**src/verilog/shadow_port_defines.svh**
```systemverilog
/*
 * Register map, field positions, reset values and sizes of the shadow data port.
 * Assumes byte addresses on a 32-bit APB bus, each register in one aligned word.
 */
`ifndef SHADOW_PORT_DEFINES_SVH
`define SHADOW_PORT_DEFINES_SVH

// ----------------------------------------------------------------------------
// Address map
// ----------------------------------------------------------------------------
`define ALIAS_WINDOW_BASE 32'h5000_1130
`define ALIAS_WINDOW_WORDS 5'd16
`define ALIAS_TWO_ADDR 32'h5000_1138
`define CTRL_ADDR 32'h5000_1180
`define LINE_STATUS_ADDR 32'h5000_1184
`define IRQ_STATUS_ADDR 32'h5000_1188
`define IRQ_ENABLE_ADDR 32'h5000_118c
`define IRQ_CLEAR_ADDR 32'h5000_1190

// ----------------------------------------------------------------------------
// Fields
// ----------------------------------------------------------------------------
`define CTRL_FIFO_EN_BIT 0
`define CTRL_IR_MODE_BIT 1
`define LSTAT_DATA_READY_BIT 0
`define LSTAT_TX_HOLDING_EMPTY_FLAG_BIT 5
`define LSTAT_RX_COUNT_LSB 8
`define LSTAT_TX_COUNT_LSB 16
`define IRQ_RX_DATA_BIT 0
`define IRQ_OVERRUN_BIT 1
`define IRQ_TX_EMPTY_BIT 2
`define IRQ_TX_LOST_BIT 3

// ----------------------------------------------------------------------------
// Reset values and sizes
// ----------------------------------------------------------------------------
`define CTRL_RESET 2'h0
`define IRQ_ENABLE_RESET 4'h0
`define ALIAS_RESET 16'h0000
`define FIFO_DEPTH 5'd16

`endif

```
**src/verilog/shadow_port_pkg.sv**
```systemverilog
/*
 * Types shared by the shadow data port.
 * Assumes the constants of shadow_port_defines.svh.
 */
package shadow_port_pkg;
    typedef logic [7:0] data_byte_t;
    typedef logic [3:0] fifo_ptr_t;
    typedef logic [4:0] fifo_count_t;
    typedef logic [3:0] irq_bits_t;
endpackage

```
**src/verilog/shadow_rx_tx_data.sv**
```systemverilog
/*
 * Shadow receive/transmit data port of a UART with 16-entry receive and
 * transmit FIFOs, control, line status and interrupt registers, all on APB.
 * Assumes a serial receiver that offers whole bytes from the serial or the
 * infrared input, and a serial transmitter that takes whole bytes.
 */
`timescale 1ns/1ps
`include "shadow_port_defines.svh"

module shadow_rx_tx_data (
    input wire logic pclk,
    input wire logic presetn,
    input wire logic clk_en,
    input wire logic psel,
    input wire logic penable,
    input wire logic pwrite,
    input wire logic [31:0] paddr,
    input wire logic [31:0] pwdata,
    output logic [31:0] prdata,
    output logic pready,
    output logic pslverr,
    input wire logic rx_serial_valid,
    input wire shadow_port_pkg::data_byte_t rx_serial_data,
    input wire logic rx_ir_valid,
    input wire shadow_port_pkg::data_byte_t rx_ir_data,
    output shadow_port_pkg::data_byte_t tx_data,
    output logic tx_serial_valid,
    output logic tx_ir_valid,
    input wire logic tx_ready,
    output logic irq
);
    import shadow_port_pkg::*;

    // ------------------------------------------------------------------------
    // State
    // ------------------------------------------------------------------------
    data_byte_t rx_mem_q [16];
    data_byte_t rx_mem_d [16];
    data_byte_t tx_mem_q [16];
    data_byte_t tx_mem_d [16];
    fifo_ptr_t rx_rd_q, rx_rd_d, tx_rd_q, tx_rd_d;
    fifo_count_t rx_cnt_q, rx_cnt_d, tx_cnt_q, tx_cnt_d;
    logic fifo_en_q, fifo_en_d, ir_mode_q, ir_mode_d;
    irq_bits_t irq_stat_q, irq_stat_d, irq_en_q, irq_en_d;
    logic [31:0] prdata_q, prdata_d;
    logic err_q, err_d;

    function automatic fifo_ptr_t ptr_add(input fifo_ptr_t p, input fifo_count_t n);
        ptr_add = p + n[3:0];
    endfunction

    function automatic logic at_addr(input logic [31:0] a, input logic [31:0] reg_addr);
        at_addr = (a == reg_addr);
    endfunction

    // ------------------------------------------------------------------------
    // Bus decode
    // ------------------------------------------------------------------------
    logic setup, access, rd_setup, wr_access;
    logic alias_hit, mapped;
    logic [31:0] alias_off;

    assign setup = psel && !penable;
    assign access = psel && penable;
    assign rd_setup = clk_en && setup && !pwrite;
    assign wr_access = clk_en && access && pwrite;
    assign alias_off = paddr - `ALIAS_WINDOW_BASE;
    // Any word of the window reaches the same data path, so bursts work.
    assign alias_hit = (alias_off[31:6] == 26'h0) && (alias_off[1:0] == 2'h0);
    assign mapped = alias_hit || at_addr(paddr, `CTRL_ADDR) || at_addr(paddr, `LINE_STATUS_ADDR)
                    || at_addr(paddr, `IRQ_STATUS_ADDR) || at_addr(paddr, `IRQ_ENABLE_ADDR)
                    || at_addr(paddr, `IRQ_CLEAR_ADDR);

    assign pready = access;
    assign pslverr = access && err_q;
    assign prdata = prdata_q;

    // ------------------------------------------------------------------------
    // Flags and events
    // ------------------------------------------------------------------------
    fifo_count_t limit;
    logic data_ready, tx_holding_empty_flag, mode_change;
    logic rx_in_valid, rx_pop, tx_push, tx_pop;
    data_byte_t rx_in;
    logic ev_rx, ev_overrun, ev_tx_empty, ev_tx_lost;

    assign limit = fifo_en_q ? `FIFO_DEPTH : 5'd1;
    assign data_ready = (rx_cnt_q != 5'd0);
    assign tx_holding_empty_flag = (tx_cnt_q == 5'd0);
    assign mode_change = wr_access && at_addr(paddr, `CTRL_ADDR) && (pwdata[`CTRL_FIFO_EN_BIT] != fifo_en_q);
    assign rx_in = ir_mode_q ? rx_ir_data : rx_serial_data;
    assign rx_in_valid = clk_en && (ir_mode_q ? rx_ir_valid : rx_serial_valid);
    assign rx_pop = rd_setup && alias_hit && data_ready;
    assign tx_push = wr_access && alias_hit;
    assign tx_pop = clk_en && !tx_holding_empty_flag && tx_ready;

    // Serial or infrared transmitter, chosen by the mode bit.
    assign tx_data = tx_mem_q[tx_rd_q];
    assign tx_serial_valid = !tx_holding_empty_flag && !ir_mode_q;
    assign tx_ir_valid = !tx_holding_empty_flag && ir_mode_q;

    // ------------------------------------------------------------------------
    // Receive path
    // ------------------------------------------------------------------------
    always_comb begin
        rx_mem_d = rx_mem_q;
        rx_rd_d = rx_rd_q;
        rx_cnt_d = rx_cnt_q;
        ev_rx = 1'b0;
        ev_overrun = 1'b0;
        if (rx_pop) begin
            rx_rd_d = rx_rd_q + 4'h1;
            rx_cnt_d = rx_cnt_q - 5'd1;
        end
        if (rx_in_valid) begin
            if ((rx_cnt_q < limit) || rx_pop) begin
                rx_mem_d[ptr_add(rx_rd_q, rx_cnt_q)] = rx_in;
                rx_cnt_d = rx_pop ? rx_cnt_q : rx_cnt_q + 5'd1;
                ev_rx = 1'b1;
            end else if (!fifo_en_q) begin
                rx_mem_d[rx_rd_q] = rx_in;
                ev_rx = 1'b1;
                ev_overrun = 1'b1;
            end else begin
                ev_overrun = 1'b1;
            end
        end
        if (mode_change) begin
            rx_rd_d = 4'h0;
            rx_cnt_d = 5'd0;
        end
    end

    always_ff @(posedge pclk or negedge presetn) begin
        if (!presetn) begin
            for (int i = 0; i < 16; i++) begin
                rx_mem_q[i] <= 8'h00;
            end
            rx_rd_q <= 4'h0;
            rx_cnt_q <= 5'd0;
        end else if (clk_en) begin
            rx_mem_q <= rx_mem_d;
            rx_rd_q <= rx_rd_d;
            rx_cnt_q <= rx_cnt_d;
        end
    end

    // ------------------------------------------------------------------------
    // Transmit path
    // ------------------------------------------------------------------------
    always_comb begin
        tx_mem_d = tx_mem_q;
        tx_rd_d = tx_rd_q;
        tx_cnt_d = tx_cnt_q;
        ev_tx_lost = 1'b0;
        if (tx_pop) begin
            tx_rd_d = tx_rd_q + 4'h1;
            tx_cnt_d = tx_cnt_q - 5'd1;
        end
        if (tx_push) begin
            // Depth 16 with FIFOs on, a single holding byte with them off.
            if ((tx_cnt_q < limit) || tx_pop) begin
                tx_mem_d[ptr_add(tx_rd_q, tx_cnt_q)] = pwdata[7:0];
                tx_cnt_d = tx_pop ? tx_cnt_q : tx_cnt_q + 5'd1;
            end else if (!fifo_en_q) begin
                tx_mem_d[tx_rd_q] = pwdata[7:0];
            end else begin
                ev_tx_lost = 1'b1;
            end
        end
        if (mode_change) begin
            tx_rd_d = 4'h0;
            tx_cnt_d = 5'd0;
        end
    end

    // The head byte is held while the transmitter owns it, except that a repeated write with FIFOs off replaces it
    // and a control write that changes the FIFO enable bit drops it, before the transmitter takes it.
    always_ff @(posedge pclk or negedge presetn) begin
        if (!presetn) begin
            for (int i = 0; i < 16; i++) begin
                tx_mem_q[i] <= 8'h00;
            end
            tx_rd_q <= 4'h0;
            tx_cnt_q <= 5'd0;
        end else if (clk_en) begin
            tx_mem_q <= tx_mem_d;
            tx_rd_q <= tx_rd_d;
            tx_cnt_q <= tx_cnt_d;
        end
    end

    // ------------------------------------------------------------------------
    // Control and interrupt registers
    // ------------------------------------------------------------------------
    assign ev_tx_empty = tx_pop && (tx_cnt_d == 5'd0);

    always_comb begin
        fifo_en_d = fifo_en_q;
        ir_mode_d = ir_mode_q;
        irq_en_d = irq_en_q;
        irq_stat_d = irq_stat_q;
        if (wr_access && at_addr(paddr, `CTRL_ADDR)) begin
            fifo_en_d = pwdata[`CTRL_FIFO_EN_BIT];
            ir_mode_d = pwdata[`CTRL_IR_MODE_BIT];
        end
        if (wr_access && at_addr(paddr, `IRQ_ENABLE_ADDR)) begin
            irq_en_d = pwdata[3:0];
        end
        if (wr_access && at_addr(paddr, `IRQ_CLEAR_ADDR)) begin
            irq_stat_d = irq_stat_q & ~pwdata[3:0];
        end
        // A new event wins over a clear in the same cycle.
        if (ev_rx) begin
            irq_stat_d[`IRQ_RX_DATA_BIT] = 1'b1;
        end
        if (ev_overrun) begin
            irq_stat_d[`IRQ_OVERRUN_BIT] = 1'b1;
        end
        if (ev_tx_empty) begin
            irq_stat_d[`IRQ_TX_EMPTY_BIT] = 1'b1;
        end
        if (ev_tx_lost) begin
            irq_stat_d[`IRQ_TX_LOST_BIT] = 1'b1;
        end
    end

    always_ff @(posedge pclk or negedge presetn) begin
        if (!presetn) begin
            fifo_en_q <= 1'(`CTRL_RESET >> `CTRL_FIFO_EN_BIT);
            ir_mode_q <= 1'(`CTRL_RESET >> `CTRL_IR_MODE_BIT);
            irq_en_q <= `IRQ_ENABLE_RESET;
            irq_stat_q <= 4'h0;
        end else if (clk_en) begin
            fifo_en_q <= fifo_en_d;
            ir_mode_q <= ir_mode_d;
            irq_en_q <= irq_en_d;
            irq_stat_q <= irq_stat_d;
        end
    end

    assign irq = |(irq_stat_q & irq_en_q);

    // ------------------------------------------------------------------------
    // Read data, captured in the setup cycle
    // ------------------------------------------------------------------------
    always_comb begin
        prdata_d = prdata_q;
        err_d = err_q;
        if (clk_en && setup) begin
            err_d = !mapped;
            prdata_d = 32'h0000_0000;
            if (!pwrite) begin
                if (alias_hit) begin
                    // Head of the FIFO, or the single buffer byte with FIFOs off.
                    prdata_d = {24'h00_0000, rx_mem_q[rx_rd_q]};
                end else if (at_addr(paddr, `CTRL_ADDR)) begin
                    prdata_d[`CTRL_FIFO_EN_BIT] = fifo_en_q;
                    prdata_d[`CTRL_IR_MODE_BIT] = ir_mode_q;
                end else if (at_addr(paddr, `LINE_STATUS_ADDR)) begin
                    prdata_d[`LSTAT_DATA_READY_BIT] = data_ready;
                    prdata_d[`LSTAT_TX_HOLDING_EMPTY_FLAG_BIT] = tx_holding_empty_flag;
                    prdata_d[`LSTAT_RX_COUNT_LSB +: 5] = rx_cnt_q;
                    prdata_d[`LSTAT_TX_COUNT_LSB +: 5] = tx_cnt_q;
                end else if (at_addr(paddr, `IRQ_STATUS_ADDR)) begin
                    prdata_d[3:0] = irq_stat_q;
                end else if (at_addr(paddr, `IRQ_ENABLE_ADDR)) begin
                    prdata_d[3:0] = irq_en_q;
                end
            end
        end
    end

    always_ff @(posedge pclk or negedge presetn) begin
        if (!presetn) begin
            prdata_q <= 32'h0000_0000;
            err_q <= 1'b0;
        end else if (clk_en) begin
            prdata_q <= prdata_d;
            err_q <= err_d;
        end
    end
endmodule // shadow_rx_tx_data

```
**config.mk**
```make
export PLATFORM = sky130hd
export DESIGN_NAME = shadow_rx_tx_data
export DESIGN_NICKNAME = d
export VERILOG_FILES = /design/src/verilog/shadow_port_pkg.sv /design/src/verilog/shadow_rx_tx_data.sv
export VERILOG_INCLUDE_DIRS = /design/src /design/src/verilog
export SDC_FILE = /design/constraint.sdc
export NUM_CORES = 1
export LEC_CHECK = 0
export BUFFER_PORTS_ARGS = -buffer_cell sky130_fd_sc_hd__buf_2
export CAP_MARGIN = 15
export CORE_ASPECT_RATIO = 1.75
export CORE_UTILIZATION = 58
export DETAILED_ROUTE_END_ITERATION = 10
export PLACE_DENSITY = 0.78
export SYNTH_ARGS = -nofsm -noshare
export SYNTH_HDL_FRONTEND = slang
export SYNTH_SLANG_ARGS = --single-unit
```
**constraint.sdc**
```tcl
create_clock -name pclk -period 4.8 [get_ports pclk]
set_input_delay 0.48 -clock pclk [delete_from_list [all_inputs] [get_ports pclk]]
set_output_delay 0.48 -clock pclk [all_outputs]
set_load 0.05 [all_outputs]
```
# [Word-level counts from Yosys, hierarchy flattened]
# Index checks and enable logic that the tools add are counted.
[word_totals] inputBits=89 out_inout_bits=45 elab_cells=212 reg_bits=317
[op_classes] n_bitwise=7 reduce_logical=61 add_sub_neg=9 magnitude_cmp=10 n_eq_ne=9 mux=71
[op_table] op="128-bit bitwise mux" count=4
[op_table] op="128-bit two-way mux" count=4
[op_table] op="32-bit by 31-bit == test with 1-bit output, second input constant" count=5
[op_table] op="8-bit demux with 4-bit select" count=4
[op_table] op="5-bit two-way mux" count=17
[op_table] op="8-bit two-way mux" count=9
[op_table] op="8-bit binary-select mux with 4-bit select" count=2
[op_table] op="4-bit two-way mux" count=8
[op_table] op="32-bit by 31-bit subtractor with 32-bit output, second input constant" count=1
[op_table] op="26-bit zero test" count=1
[op_table] op="1-bit logical AND" count=25
[op_table] op="21-bit two-way mux" count=1
[op_table] op="5-bit >= comparator, second input constant" count=4
[op_table] op="5-bit by 1-bit less-than comparator with 1-bit output, second input constant" count=4
[op_table] op="4-bit NOT with 5-bit output" count=4
[op_table] op="2-bit AND reduction" count=10
[op_table] op="1-bit two-way mux" count=18
[op_table] op="2-bit nonzero test" count=6
[op_table] op="5-bit by 1-bit adder with 5-bit output, second input constant" count=2
[op_table] op="5-bit zero test" count=2
[op_table] op="5-bit less-than comparator" count=2
[op_table] op="5-bit by 1-bit subtractor with 5-bit output, second input constant" count=2
[op_table] op="4-bit by 1-bit adder with 4-bit output, second input constant" count=2
[op_table] op="4-bit adder" count=2
[op_table] op="13 further kinds" count=28

# [Depth between registers and ports, before layout]
[logic_depth] depth_word=12 mapped_depth=12 depth_no_buf=11

# [Worst setup path after synthesis]
# OpenSTA, ideal clock, no wires.
[synth_path] path_kind="input -> register" startpoint="input port paddr[9]" endpoint="register rx_mem_q[80] (netlist bit)" setup_slack_ns=1.349 arrival_ns=3.326 required_ns=4.675 n_path_buf=2 setup_ns=0.125 cell_stages=11 cell_sequence="o31ai_2 > o211ai_2 > mux2_4 > or4_4 > or3b_1 > buf_2 > and2_4 > buf_6 > and3_4 > o21ai_4 > mux2_4"
[synth_between] elab_chain_cells=8 elab_cells_between_ends=9 cone_classes="1 x add/sub; 1 x eq/ne; 1 x mux; 6 x reduce/logical"
[synth_rtl] item="from (decl)" line="shadow_rx_tx_data.sv:17" source="input wire logic [31:0] paddr,"
[synth_rtl] item="32-bit by 31-bit subtractor with 32-bit output (no source line) (*)"
[synth_rtl] item="26-bit zero test (*)" line="shadow_rx_tx_data.sv:69" source="assign alias_hit = (alias_off[31:6] == 26'h0) && (alias_off[1:0] == 2'h0);"
[synth_rtl] item="1-bit logical AND (*)" line="shadow_rx_tx_data.sv:69"
[synth_rtl] item="1-bit logical AND (*) (2 in a row)" line="shadow_rx_tx_data.sv:93" source="assign rx_pop = rd_setup && alias_hit && data_ready;"
[synth_rtl] item="1-bit logical OR (*)" line="shadow_rx_tx_data.sv:116" source="if ((rx_cnt_q < limit) || rx_pop) begin"
[synth_rtl] item="2-bit by 1-bit != test with 1-bit output (no source line)"
[synth_rtl] item="3-bit AND reduction (no source line)"
[synth_rtl] item="to (signal assigned)" line="shadow_rx_tx_data.sv:142" source="rx_mem_q <= rx_mem_d;"
[synth_rtl] item="to (decl)" line="shadow_rx_tx_data.sv:37" source="data_byte_t rx_mem_q [16];"
# Mark *: on every way between the ends. The rest lies on a longest branch, timed or not.
# A chain may end at the register's enable or synchronous reset.

# [Worst setup path after layout]
[layout_path] startpoint="register tx_cnt_q[1]" endpoint="register tx_mem_q[7] (netlist bit)"
[layout_between] elab_chain_cells=8 elab_cells_between_ends=17 cone_classes="1 x add/sub; 3 x order compare; 1 x eq/ne; 4 x mux; 1 x bitwise; 7 x reduce/logical"
[layout_rtl] item="from (decl)" line="shadow_rx_tx_data.sv:42" source="fifo_count_t rx_cnt_q, rx_cnt_d, tx_cnt_q, tx_cnt_d;"
[layout_rtl] item="from (signal assigned)" line="shadow_rx_tx_data.sv:189" source="tx_cnt_q <= tx_cnt_d;"
[layout_rtl] item="4-bit adder" line="shadow_rx_tx_data.sv:49" source="ptr_add = p + n[3:0];"
[layout_rtl] item="4-bit NOT with 5-bit output (not written as such)" line="shadow_rx_tx_data.sv:163" source="tx_mem_d[ptr_add(tx_rd_q, tx_cnt_q)] = pwdata[7:0];"
[layout_rtl] item="5-bit >= comparator (not written as such) or 5-bit by 1-bit less-than comparator with 1-bit output (tied branches)" line="shadow_rx_tx_data.sv:163"
[layout_rtl] item="1-bit logical AND (not written as such)" line="shadow_rx_tx_data.sv:163"
[layout_rtl] item="8-bit two-way mux (not written as such)" line="shadow_rx_tx_data.sv:163"
[layout_rtl] item="8-bit demux with 4-bit select" line="shadow_rx_tx_data.sv:163"
[layout_rtl] item="128-bit bitwise mux" line="shadow_rx_tx_data.sv:163"
[layout_rtl] item="128-bit two-way mux" line="shadow_rx_tx_data.sv:162" source="if ((tx_cnt_q < limit) || tx_pop) begin"
[layout_rtl] item="to (signal assigned)" line="shadow_rx_tx_data.sv:187" source="tx_mem_q <= tx_mem_d;"
[layout_rtl] item="to (decl)" line="shadow_rx_tx_data.sv:39" source="data_byte_t tx_mem_q [16];"
# Parallel ways exist; a longest one is shown, timed or not.

==> impl_summary.md <==
Worst setup path
The type of element capturing the critical path is a register. For the worst setup path, the data arrival time is 4.04 ns. The data required time at the worst endpoint is 5.23 ns. Along the worst path, the maximum fanout reaches 11. The critical path start-end classification is reg -> reg.

STA classifies the critical path startpoint as a register.

Place
The global placer's final weighted congestion is 0.8983. The count of input and output buffers is 95. The half-perimeter wire length of the detailed placement result is 25.74 mm. In this run, placement finished with an instance count of 1,518.

The placed instances occupy a cell area of 0.01641 mm².

Logic synthesis
The library cell with the largest summed area after synthesis is dfrtp_1. The share of synthesized area occupied by flip-flops and latches is 0.4850. The number of distinct library cell variants in the gate-level netlist after synthesis is 74. The number of flops mapped to enable cells by yosys is 0. The mean cell area of the mapped netlist is 13.70 µm². The count of yosys warnings during synthesis is 0. The synthesized netlist occupies a cell area of 0.01563 mm². The share of synthesized area in the top cell type comes to 0.4850. The post-synthesis instance total is 1,141. The register bit count reported by yosys is 303. After synthesis, the share of flip-flops with an asynchronous set or reset is 1.000.

Among all flip-flop cells after synthesis, the most frequent one is dfrtp_1. By area the synthesized netlist is led by dfrtp_1 48%, mux2_2 12%, mux4_2 12%.

Die
From left edge to right edge, the die measures 126.1 µm. The floorplan has 79 rows. The starting utilization of the core area is 0.5902. The floorplan step defined a die boundary enclosing 0.02764 mm². The number of top-level pins is 134. In this run the standard cell core region covers 0.02649 mm². The height of the die is 219.2 µm.

Finish
The final cell count without fillers is 1,569. The growth of design area from synthesis to finish is 10.65%. The share of final-layout standard cells stronger than drive strength 1 is 0.3824. After routing the design area is 0.01730 mm². The layout net count is 1,335. In the layout the commonest cells are 301 x dfrtp_1, 169 x mux2_2, 94 x buf_2.

The filler cell count is 1,941. The most common cell after layout, fill and taps aside is dfrtp_1.

Route
The post-detailed-route DRC marker count is 0. After detailed routing, the average wire length per cell comes to 23.55 µm. The first-pass detailed-route iteration total is 7. The starting DRC count in detailed routing is 409. Dividing the detail-routed via count by the number of cells gives 6.324. Summed over all layers, the routed wires come to 36.95 mm.

The detail route stage leaves a number of antenna-violating nets equal to 0. Summing over every cut layer, the via total after detailed routing is 9,922.

Job
The count of max-cap constraint violations is 0.

Global routing
The overall routing resource usage is 0.2800. Entering global routing, the biggest net connects 124 pins. The number of global-route vias before repair was 10,600. The number of antenna violations at the first check in global routing was 3. The total congestion overflow after global routing is 0. The first global-routing pass estimated 58.88 mm of wire.

Pwr
The internal cell power is 0.004246 W. The peak supply drop is 0.0003230 V. Summed over all cells, the static leakage comes to 8.367 nW.

In this run the power spent charging and discharging nets is 0.001715 W. The share of total power dissipated in combinational logic is 0.167. The share of total power dissipated in the clock network is 0.363.

The fraction of power spent switching nets is 0.2878. The sum of internal, switching and leakage power is 0.005961 W. Of the total power, registers draw 0.470. The power per cell area is 344.6 mW/mm².

Timing
The final-layout worst hold slack is -0.01596 ns. The final-report max-slew violation count is 0. Setup violations remaining at the end of the flow were counted as 0. The slew at the pin closest to its max-slew limit is 0.9970 ns. The minimum clock period is 3.610 ns. The worst max-slew margin expressed relative to the limit is 0.3353. Of the available clock period, the critical path in the final layout requires 0.7521. The post-route clock skew is 0.01319 ns. The maximum clock frequency is 277.0 MHz. Setup repair after global routing left no endpoint under its margin. The final hold violation count is 4. Adding up every negative setup slack in the final design gives 0 ns.

Outcome
The checks that failed: hold timing. The flow ran to the end, but the final reports show violations.

Clocking
The insertion delay to the later sink of the worst-skew pair is 0.55 ns. TritonCTS built the clock tree. CTS placed an instance of clkbuf_16 at the clock tree root.

Post-CTS repair changed the size of 0 cells. After clock tree synthesis, the clock-pin slew on the worst setup and hold paths is 0.06 ns. Hold repair after CTS inserted 0 buffers.

The clock buffer count from CTS is 28. No sink is reached through more buffers than the 3 on the longest clock path. After clock tree synthesis, the setup repair step added 0 buffers.

The number of levels in the clock H-tree is 1. The count of clock tree sinks is 303.

Min path
The path class of the tightest hold or removal check is in -> async.
## logic make-up (layout without fill, tap and decap cells)
logic type      Yosys count  in the layout  synth area share
mux                     360            360            0.3251
flops                   303            303            0.4850
simple gates            226            226           0.07554
compound gates          108            108           0.05586
buf+inv                 103            191           0.02961
fa+ha+maj                22             22           0.01857
xor+xnor                 18             18           0.01008
other cells               1             17         0.0002398
## final cells by class
cell class | instances | area (µm²) | area share
Sequential cell | 303 | 7585 | 0.4384
Tap cell | 324 | 405.4 | 0.02343
Clock buffer | 41 | 810.8 | 0.04686
Multi-Input combinational cell | 748 | 7639 | 0.4415
Clock inverter | 7 | 68.82 | 0.003978
Timing Repair Buffer | 120 | 698.2 | 0.04036
Antenna cell | 3 | 7.507 | 0.0004339
Inverter | 23 | 86.33 | 0.004990
## state kept, by name, indices dropped and copies added, names as in the netlist, 4 cells and up
signal / count
irq_en_q: 4
irq_stat_q: 4
prdata: 18
rx_cnt_q: 5
rx_mem_q: 128
rx_rd_q: 4
tx_cnt_q: 5
tx_mem_q: 128
tx_rd_q: 4
## worst max-delay path: stages, from the launching register on
cell,delay [ns]
dfrtp_1,0.55
inv_1,0.15
ha_1,0.24
nor4b_1,0.15
buf_4,0.17
nor2_1,0.63
a21oi_1,0.29
nor2_1,0.21
nand2_1,0.12
o21ai_0,0.15
nand2_1,0.36
mux2_1,0.46
## Yosys cell counts (all sizes together), types with 5 or more instances
cell type and count:
dfrtp 303, mux2 274, mux4 81, nand2 68, clkbuf 42, buf 38
o21ai 38, nor2 35, nand3 34, inv 23, ha 20, a22o 17
a21oi 14, nand4 14, nor3 14, xnor2 12, and3 11, a21o 9
nor2b 8, xor2 6, and2 5, mux2i 5, nor4 5, or2 5
or3 5, or4 5
## metal layers
| metal | share of wire | routed length [µm] | track usage | vias up |
|---|---|---|---|---|
| li1 | - | - | - | 4387 |
| met1 | 0.36 | 13480 | 0.3056 | 5149 |
| met2 | 0.55 | 20280 | 0.5287 | 274 |
| met3 | 0.033 | 1233 | 0.03072 | 112 |
| met4 | 0.053 | 1962 | 0.1486 | 0 |
| met5 | 0 | 0 | 0 | - |
## path summary, 6_finish.rpt
| check | from | end | slack [ns] | cells after the start |
|---|---|---|---|---|
| setup / recovery | tx_cnt_q[1] | tx_mem_q[7] | 1.19 | 11 |
| hold / removal | presetn | tx_mem_q[109] | -0.02 | 1 |
| setup reg to reg | tx_cnt_q[1] | tx_mem_q[7] | 1.19 | 11 |
| hold reg to reg | rx_mem_q[39] | rx_mem_q[39] | 0.48 | 1 |
| max in group asynchronous | presetn | tx_rd_q[0] | 3.72 | 2 |
| min in group pclk | clk_en | rx_rd_q[1] | 0.27 | 3 |
## per-stage QoR
step	setup WS [ns]	util
floorplan	1.349	-
global placement	0.7207	0.6196
detailed placement	0.7025	0.6196
CTS	1.211	0.6528
global route	0.9532	0.6529
finish	1.190	0.6531
## power by group through the flow
stage | Sequential (W) | Combinational (W) | Clock (W)
floorplan | 0.00270 | 0.000830 | 0
global placement | 0.00285 | 0.000980 | 0
detailed placement | 0.00285 | 0.000992 | 0
CTS | 0.00280 | 0.000997 | 0.00220
global route | 0.00282 | 0.00110 | 0.00231
finish | 0.00280 | 0.000994 | 0.00217
No activity file was read; power rests on OpenSTA's default activity.
